`config.mk`:
```
export PLATFORM = sky130hd
export DESIGN_NAME = acsq_ctrl
export DESIGN_NICKNAME = d
export VERILOG_FILES = /design/src/design/acsq_ctrl.v
export VERILOG_INCLUDE_DIRS = /design/src /design/src/design
export SDC_FILE = /design/constraint.sdc
export NUM_CORES = 2
export LEC_CHECK = 0
export ABC_AREA = 1
export BUFFER_PORTS_ARGS = -buffer_cell sky130_fd_sc_hd__clkbuf_2
export CORE_ASPECT_RATIO = 0.8
export CORE_MARGIN = 2
export CORE_UTILIZATION = 60
export DETAILED_ROUTE_END_ITERATION = 10
export PLACE_DENSITY_LB_ADDON = 0.2
export SLEW_MARGIN = 0
export SYNTH_ARGS = -nofsm -noshare
export SYNTH_HDL_FRONTEND = slang
export SYNTH_SLANG_ARGS = --single-unit
```
`constraint.sdc`:
```
create_clock -name clk_i -period 5.3 [get_ports clk_i]
set_clock_uncertainty 0.2 [all_clocks]
set_input_delay 0.795 -clock clk_i [delete_from_list [all_inputs] [get_ports clk_i]]
set_output_delay 0.795 -clock clk_i [all_outputs]
set_load 0.005 [all_outputs]
```
`src/design/acsq_map.vh`:
```
// register map, field positions and codes for the sample queue and irq control
`ifndef ACSQ_MAP_VH
`define ACSQ_MAP_VH
// register offsets
`define ACSQ_OFS_XLSB    8'h02
`define ACSQ_OFS_XMSB    8'h03
`define ACSQ_OFS_YLSB    8'h04
`define ACSQ_OFS_YMSB    8'h05
`define ACSQ_OFS_ZLSB    8'h06
`define ACSQ_OFS_ZMSB    8'h07
`define ACSQ_OFS_STAT    8'h08
`define ACSQ_OFS_COUNT   8'h09
`define ACSQ_OFS_SCALE   8'h15
`define ACSQ_OFS_QCTL    8'h16
`define ACSQ_OFS_IRQC    8'h17
// reset values
`define ACSQ_RST_REG     8'h00
`define ACSQ_RST_SMP     16'h0000
// scale and width control fields
`define ACSQ_WID_MSB     2
`define ACSQ_WID_LSB     0
`define ACSQ_SPAN_MSB    6
`define ACSQ_SPAN_LSB    4
`define ACSQ_SCALE_MASK  8'h77
// sample width codes
`define ACSQ_W6          3'h0
`define ACSQ_W7          3'h1
`define ACSQ_W8          3'h2
`define ACSQ_W10         3'h3
`define ACSQ_W12         3'h4
`define ACSQ_W14         3'h5
// right shifts of the raw 14-bit result per width
`define ACSQ_SH6         4'h8
`define ACSQ_SH7         4'h7
`define ACSQ_SH8         4'h6
`define ACSQ_SH10        4'h4
`define ACSQ_SH12        4'h2
`define ACSQ_SH14        4'h0
// sample queue control fields
`define ACSQ_TH_MSB      4
`define ACSQ_TH_LSB      0
`define ACSQ_QMODE_BIT   5
`define ACSQ_QEN_BIT     6
`define ACSQ_QCLR_BIT    7
// irq source control fields
`define ACSQ_IRQ_DRV     0
`define ACSQ_IRQ_POL     1
`define ACSQ_IRQ_WAKE    2
`define ACSQ_IRQ_NEW     3
`define ACSQ_IRQ_EMPTY   4
`define ACSQ_IRQ_FULL    5
`define ACSQ_IRQ_LEVEL   6
`define ACSQ_IRQ_AWAKE   7
// status bits
`define ACSQ_ST_NEW      0
`define ACSQ_ST_EMPTY    1
`define ACSQ_ST_FULL     2
`define ACSQ_ST_LEVEL    3
`define ACSQ_ST_WAKE     4
`define ACSQ_ST_AWAKE    5
// queue geometry
`define ACSQ_QDEPTH      32
`define ACSQ_QCNT_FULL   6'd32
`define ACSQ_QCNT_ZERO   6'd0
`define ACSQ_QAW         5
`endif

```
`src/design/acsq_ctrl.v`:
```
// sample formatting, 32-entry sample queue and interrupt pin control
`timescale 1ns/100ps
`include "acsq_map.vh"

module acsq_ctrl (
    input  wire        clk_i,          // 40 mhz system clock
    input  wire        rstn_i,         // synchronous reset, active low
    input  wire [7:0]  addr_i,         // register address
    input  wire [7:0]  wdata_i,        // register write data
    input  wire        wr_i,           // write strobe
    input  wire        rd_i,           // read strobe
    output reg  [7:0]  rdata_o,        // read data, one cycle after rd_i
    input  wire        smp_valid_i,    // one-cycle pulse: new sample
    input  wire [13:0] smp_x_i,        // raw x result, two's complement
    input  wire [13:0] smp_y_i,        // raw y result
    input  wire [13:0] smp_z_i,        // raw z result
    input  wire        wake_evt_i,     // pulse: watch activity, moving to wake
    input  wire        awake_evt_i,    // pulse: activity while awake
    input  wire        watch_while_awake_mode_i, // level: combined mode active
    output wire [2:0]  span_sel_o,     // full-scale span code to front end
    output wire [2:0]  width_eff_o,    // effective width code in use
    output wire        irq_pin_o,      // irq pin output level
    output wire        irq_pin_oe_o    // irq pin output enable
);

    reg  [7:0]  scale_r;
    reg  [7:0]  qctl_r;
    reg  [7:0]  irqc_r;
    reg  [15:0] out_x_r;
    reg  [15:0] out_y_r;
    reg  [15:0] out_z_r;
    reg  [35:0] mem_r [0:`ACSQ_QDEPTH-1];
    reg  [4:0]  wptr_r;
    reg  [4:0]  rptr_r;
    reg  [5:0]  cnt_r;
    reg         new_r;
    reg         wake_r;
    reg         awake_r;
    reg  [3:0]  shift;
    reg  [2:0]  wcode;
    integer     i;

    wire        q_en    = qctl_r[`ACSQ_QEN_BIT];
    wire        q_clr   = qctl_r[`ACSQ_QCLR_BIT];
    wire        q_mode  = qctl_r[`ACSQ_QMODE_BIT];
    wire [4:0]  q_th    = qctl_r[`ACSQ_TH_MSB:`ACSQ_TH_LSB];

    // effective width: 14-bit code capped to 12 while queue enabled
    always @* begin
        wcode = scale_r[`ACSQ_WID_MSB:`ACSQ_WID_LSB];
        if (q_en && wcode == `ACSQ_W14) begin
            wcode = `ACSQ_W12;
        end
    end

    // right shift that keeps the top bits of the raw result
    always @* begin
        case (wcode)
            `ACSQ_W6:  shift = `ACSQ_SH6;
            `ACSQ_W7:  shift = `ACSQ_SH7;
            `ACSQ_W8:  shift = `ACSQ_SH8;
            `ACSQ_W10: shift = `ACSQ_SH10;
            `ACSQ_W12: shift = `ACSQ_SH12;
            default:   shift = `ACSQ_SH14; // reserved codes act as 14 bits
        endcase
    end

    assign width_eff_o = wcode;
    assign span_sel_o  = scale_r[`ACSQ_SPAN_MSB:`ACSQ_SPAN_LSB];

    // arithmetic shift then sign-extend to 16 bits
    wire signed [13:0] fx = $signed(smp_x_i) >>> shift;
    wire signed [13:0] fy = $signed(smp_y_i) >>> shift;
    wire signed [13:0] fz = $signed(smp_z_i) >>> shift;
    wire [15:0] sx = {{2{fx[13]}}, fx};
    wire [15:0] sy = {{2{fy[13]}}, fy};
    wire [15:0] sz = {{2{fz[13]}}, fz};

    // queue state
    wire        q_empty = (cnt_r == `ACSQ_QCNT_ZERO);
    wire        q_full  = (cnt_r == `ACSQ_QCNT_FULL);
    wire        q_lvl   = (cnt_r >= {1'b0, q_th});
    wire        q_stop  = q_mode && q_lvl;
    wire        q_push  = smp_valid_i && q_en && !q_clr && !q_full && !q_stop;
    wire        q_pop   = rd_i && (addr_i == `ACSQ_OFS_ZMSB) && q_en && !q_clr && !q_empty;
    wire [35:0] q_head  = mem_r[rptr_r];

    // flags shown to software: defaults while the queue is off
    wire        st_empty = q_en ? q_empty : 1'b1;
    wire        st_full  = q_en ? q_full  : 1'b0;
    wire        st_lvl   = q_en ? q_lvl   : 1'b0;
    wire        st_rd    = rd_i && (addr_i == `ACSQ_OFS_STAT);

    // control registers
    always @(posedge clk_i) begin
        if (!rstn_i) begin
            scale_r <= `ACSQ_RST_REG;
            qctl_r  <= `ACSQ_RST_REG;
            irqc_r  <= `ACSQ_RST_REG;
        end else if (wr_i) begin
            case (addr_i)
                `ACSQ_OFS_SCALE: scale_r <= wdata_i & `ACSQ_SCALE_MASK;
                `ACSQ_OFS_QCTL:  qctl_r  <= wdata_i;
                `ACSQ_OFS_IRQC:  irqc_r  <= wdata_i;
                default:         scale_r <= scale_r;
            endcase
        end
    end

    // direct output registers, used while the queue is off
    always @(posedge clk_i) begin
        if (!rstn_i) begin
            out_x_r <= `ACSQ_RST_SMP;
            out_y_r <= `ACSQ_RST_SMP;
            out_z_r <= `ACSQ_RST_SMP;
        end else if (smp_valid_i && !q_en) begin
            out_x_r <= sx;
            out_y_r <= sy;
            out_z_r <= sz;
        end
    end

    // queue storage, pointers and count; clear bit holds it at zero
    always @(posedge clk_i) begin
        if (!rstn_i || q_clr) begin
            wptr_r <= {`ACSQ_QAW{1'b0}};
            rptr_r <= {`ACSQ_QAW{1'b0}};
            cnt_r  <= `ACSQ_QCNT_ZERO;
            for (i = 0; i < `ACSQ_QDEPTH; i = i + 1) begin
                mem_r[i] <= 36'h000000000;
            end
        end else begin
            if (q_push) begin
                mem_r[wptr_r] <= {sx[11:0], sy[11:0], sz[11:0]};
                wptr_r        <= wptr_r + 5'h01;
            end
            if (q_pop) begin
                rptr_r <= rptr_r + 5'h01;
            end
            if (q_push && !q_pop) begin
                cnt_r <= cnt_r + 6'h01;
            end else if (q_pop && !q_push) begin
                cnt_r <= cnt_r - 6'h01;
            end
        end
    end

    // sticky event flags, cleared by a status read; a new event wins
    always @(posedge clk_i) begin
        if (!rstn_i) begin
            new_r   <= 1'b0;
            wake_r  <= 1'b0;
            awake_r <= 1'b0;
        end else begin
            new_r   <= smp_valid_i || (new_r && !st_rd);
            wake_r  <= wake_evt_i || (wake_r && !st_rd);
            awake_r <= (awake_evt_i && watch_while_awake_mode_i)
                       || (awake_r && !st_rd);
        end
    end

    // irq sources gated by their enable bits; the queue sources also by the queue enable bit
    wire src_new   = irqc_r[`ACSQ_IRQ_NEW]   && new_r;
    wire src_wake  = irqc_r[`ACSQ_IRQ_WAKE]  && wake_r;
    wire src_awake = irqc_r[`ACSQ_IRQ_AWAKE] && awake_r;
    wire src_empty = irqc_r[`ACSQ_IRQ_EMPTY] && q_en && q_empty;
    wire src_full  = irqc_r[`ACSQ_IRQ_FULL]  && q_en && q_full;
    wire src_lvl   = irqc_r[`ACSQ_IRQ_LEVEL] && q_en && q_lvl;
    wire irq_act   = src_new | src_wake | src_awake | src_empty | src_full | src_lvl;

    // pin level from polarity; enable always on for push-pull, follows the inverted level for open drain
    wire pol       = irqc_r[`ACSQ_IRQ_POL];
    wire drv       = irqc_r[`ACSQ_IRQ_DRV];
    wire lvl       = pol ? irq_act : !irq_act;
    assign irq_pin_o    = drv ? lvl : 1'b0;
    assign irq_pin_oe_o = drv ? 1'b1 : !lvl;

    // data shown at the output offsets: queue head or direct registers
    wire [15:0] rd_x = q_en ? {{4{q_head[35]}}, q_head[35:24]} : out_x_r;
    wire [15:0] rd_y = q_en ? {{4{q_head[23]}}, q_head[23:12]} : out_y_r;
    wire [15:0] rd_z = q_en ? {{4{q_head[11]}}, q_head[11:0]}  : out_z_r;

    // read data, registered one cycle after the strobe
    always @(posedge clk_i) begin
        if (!rstn_i) begin
            rdata_o <= `ACSQ_RST_REG;
        end else if (rd_i) begin
            case (addr_i)
                `ACSQ_OFS_XLSB:  rdata_o <= rd_x[7:0];
                `ACSQ_OFS_XMSB:  rdata_o <= rd_x[15:8];
                `ACSQ_OFS_YLSB:  rdata_o <= rd_y[7:0];
                `ACSQ_OFS_YMSB:  rdata_o <= rd_y[15:8];
                `ACSQ_OFS_ZLSB:  rdata_o <= rd_z[7:0];
                `ACSQ_OFS_ZMSB:  rdata_o <= rd_z[15:8];
                `ACSQ_OFS_STAT:  rdata_o <= {2'h0, awake_r, wake_r, st_lvl, st_full, st_empty, new_r};
                `ACSQ_OFS_COUNT: rdata_o <= {2'h0, q_en ? cnt_r : `ACSQ_QCNT_ZERO};
                `ACSQ_OFS_SCALE: rdata_o <= scale_r;
                `ACSQ_OFS_QCTL:  rdata_o <= qctl_r;
                `ACSQ_OFS_IRQC:  rdata_o <= irqc_r;
                default:         rdata_o <= `ACSQ_RST_REG;
            endcase
        end
    end

endmodule

```
==> key figures <==
Timing
  • Final setup viols: 0
  • Max Freq: 219.3 MHz
  • Part of the cycle the worst path needs: 86.04%
  • Min cycle time layout: 4.560 ns
  • Transition time of the tightest slew-check pin: 1.253 ns
  • RSZ-0062 raised after global routing: no
  • Final hold vios: 0
  • Slew Limit Fails: 0
  • Worst hold slack: 0.09722 ns
  • Rel. slew slack: 16.15%
  • Setup_tns: 0 ns

Die
  • Core area: 96350 um^2
  • DIE WIDTH: 352.0 um
  • I/O pin total: 82
  • Initial core utilization: 60.33%
  • DIE AREA: 99410 um^2
  • Die Span Y: 282.4 um
  • # rows: 102

Routing
  • Post-route DRC: 0
  • Routed vias/inst: 6.167
  • DRT Pass-1 Iters: 8
  • DRT Wirelength: 183800 um
  • Final ANT Viol Nets: 0
  • Iter 0 DRT Violations: 7322
  • Vias: 45932
  • Wire length per cell: 24.68 um

Placed design
  • Placed Cells: 7223
  • Dpl hpwl: 103900 um
  • I/O Buffers: 81
  • Global placement routability congestion: 0.9531

Yosys
  • Synthesis warning total: 0
  • Synth Net Count: 6331
  • Yosys reg bits: 1248
  • Syn Inst Count: 6249
  • Register area share after synthesis: 62.81%
  • Mean Syn Cell Area: 9.303 um^2
  • Mapped Area: 58130 um^2
  • Synth cell types: 52

Global route
  • First-pass GRT wire length: 269900 um
  • Initial antenna violation count: 4
  • Vias in the first global route: 42038
  • Tot GR Track Use: 36.46%
  • Global route overflow: 0
  • Largest net degree at the start of global routing: 214

Pwr
  • Maximum vdd drop: 0.2945 mV
  • LEAKAGE: 24.84 nW
  • Cell Pwr Density: 327.0 nW/um^2

Final layout
  • Reg area: 36530 um^2
  • Layout cell share with drive strength beyond 1: 8.053%
  • Most common cell after layout, fill and taps aside: nand2_1
  • Footprint of the multi-input gates: 19170 um^2
  • Final nets: 6128
  • Synth-to-layout area growth: 8.366%
  • Fin cells: 7448
  • # fillers: 7729
  • Commonest non-fill, non-tap cells in the layout: nand2_1, nor2_1, edfxtp_1

Worst setup path
  • Worst stage delay on the critical path: 0.75 ns
  • Worst EP arrival: 4.79 ns
  • CP Cell Sequence: buf_4 > inv_2 > nand2_2 > inv_2 > or2_2 > o21ai_1 > nand2_1 > o21ai_0 > o21ai_0 > a21oi_4 > buf_4 > nor2_1
  • Critical Path Fanout Max: 47
  • Crit path required time: 5.53 ns
  • Startpoint Class: register
  • Crit path kind: register to register
  • Worst path bufs/invs: 4
  • R2R Path End: mem_r[26][30]$_SDFFCE_PN0P_
  • Crit-path slowest cell: nand2_2
  • Reg-to-reg slack, setup: 0.74 ns
  • Worst reg2reg path depth: 12
  • Nature of the critical path endpoint: register
  • Reg2reg start: scale_r[2]$_SDFFE_PN0P_
  • Top delay family on crit path: buffers and inverters

Clock network
  • CTS Sinks: 1248
  • Clk_lat worst skew: 0.72 ns
  • CTS Buf Count: 121
  • Max Root-Sink Buffers: 3
  • Post-CTS Hold Buffers: 0
  • CTS root buffer: clkbuf_16
  • Post-CTS sizing: 0
  • Post-CTS Setup Bufs: 0
  • Clock slew at reported path FFs: 0.06 ns
  • TritonCTS clock tree: yes
  • CTS HTree Levels: 3

Min path
  • Hold Crit Start: wake_evt_i
  • Worst Hold Class: input port to register
  • Hold Path Stages: 3
  • Hold path endpoint: wake_r$_SDFF_PN0_

Status
  • Status: completed

Run
  • Max-Cap Viols: 0
cells in the mapped netlist, drive strengths merged:
library cell | count | area share [%]
o221ai | 2 | 0.030
xor2 | 2 | 0.030
and2 | 1 | 0.011
dfxtp | 96 | 3.3
a21boi | 1 | 0.013
nor2 | 1244 | 8.1
a211oi | 3 | 0.047
o21ai | 145 | 1.3
nand3 | 1021 | 8.8
xnor2 | 2 | 0.030
o2111ai | 1 | 0.015
clkbuf | 219 | 1.4
a21oi | 123 | 1.1
o21a | 2 | 0.026
or2 | 12 | 0.13
mux2i | 21 | 0.36
fa | 1 | 0.034
a22oi | 1 | 0.013
a22o | 1 | 0.015
nor4 | 3 | 0.032
o22ai | 13 | 0.14
edfxtp | 1152 | 60
a31oi | 6 | 0.086
o211ai | 11 | 0.14
inv | 136 | 0.88
ha | 15 | 0.32
nand4 | 4 | 0.043
a221oi | 3 | 0.086
clkinv | 2 | 0.013
a21o | 2 | 0.026
nand2 | 1691 | 11
nor3 | 21 | 0.24
buf | 292 | 2.5
kinds of logic after synthesis:
kind of cell | synth area share (%)
mux | 0.3616
fa+ha+maj | 0.3573
buf+inv | 4.815
xor+xnor | 0.06028
simple gates | 28.54
compound gates | 3.056
flops | 62.81
power by group:
part           switching, W  internal, W  leakage (nW)
logic              0.000796     0.000187          10.3
clock network       0.00382      0.00463          1.86
registers         0.0000964       0.0111          12.7
state kept, by name, indices dropped and copies added (netlist names), named ones only:
signal,count
mem_r,1152
out_x_r,14
out_y_r,14
out_z_r,14
irqc_r,8
qctl_r,8
rdata_o,8
cnt_r,6
scale_r,6
rptr_r,5
wptr_r,5
awake_r,1
new_r,1
wake_r,1
metal layers:
layer | global-route usage [%] | vias to the layer above | wire, um | share of wire (%)
li1 | - | 20515 | - | -
met1 | 53.48 | 21973 | 72490 | 39
met2 | 51.97 | 3106 | 78180 | 43
met3 | 9.194 | 338 | 25460 | 14
met4 | 15.13 | 0 | 7660 | 4.2
met5 | 0 | - | 0 | 0
stage by stage:
step | power (W) | area, um^2 | util [%] | setup WS, ns
final | 0.02060 | 63000 | 65.38 | 0.7399
after global routing | 0.02103 | 62990 | 65.38 | 0.5369
after detailed placement | 0.01232 | 59190 | 61.43 | 0.8719
after CTS | 0.02055 | 62990 | 65.38 | 0.8693
after floorplan | 0.01189 | 58130 | - | 1.403
after global placement | 0.01229 | 59190 | 61.43 | 0.9578
worst register-to-register path: cells and delay by family, from the launching register on:
kind	cells	cell delay [ns]
buffers and inverters	4	1.41
AND/OR/NAND/NOR	4	1.30
AO/OA/AOI/OAI	4	1.05
flip-flops	1	0.31
final cells by class:
cell class                 instances  area share [%]
sequential                      1248           57.99
clock buffer                     140           5.003
inverter                         138          0.8580
tap                             1300           2.582
antenna                            1        0.003972
timing repair buffer             185           2.101
multi-input combinational       4352           30.43
clock inverter                    84           1.035
worst max path at each step:
stage,from,endpoint,slack (ns),cells after the start
final,scale_r[2]$_SDFFE_PN0P_,mem_r[26][30]$_SDFFCE_PN0P_,0.74,12
after global placement,scale_r[2]$_SDFFE_PN0P_,out_z_r[10]$_SDFFE_PN0P_,0.96,14
after CTS,scale_r[2]$_SDFFE_PN0P_,mem_r[15][26]$_SDFFCE_PN0P_,0.87,12
after detailed placement,scale_r[2]$_SDFFE_PN0P_,mem_r[15][26]$_SDFFCE_PN0P_,0.87,12
after floorplan,addr_i[7],cnt_r[5]$_SDFFE_PP0P_,1.40,19
after global routing,scale_r[2]$_SDFFE_PN0P_,mem_r[24][2]$_SDFFCE_PN0P_,0.54,12
Power figures use the tool's default switching activity.
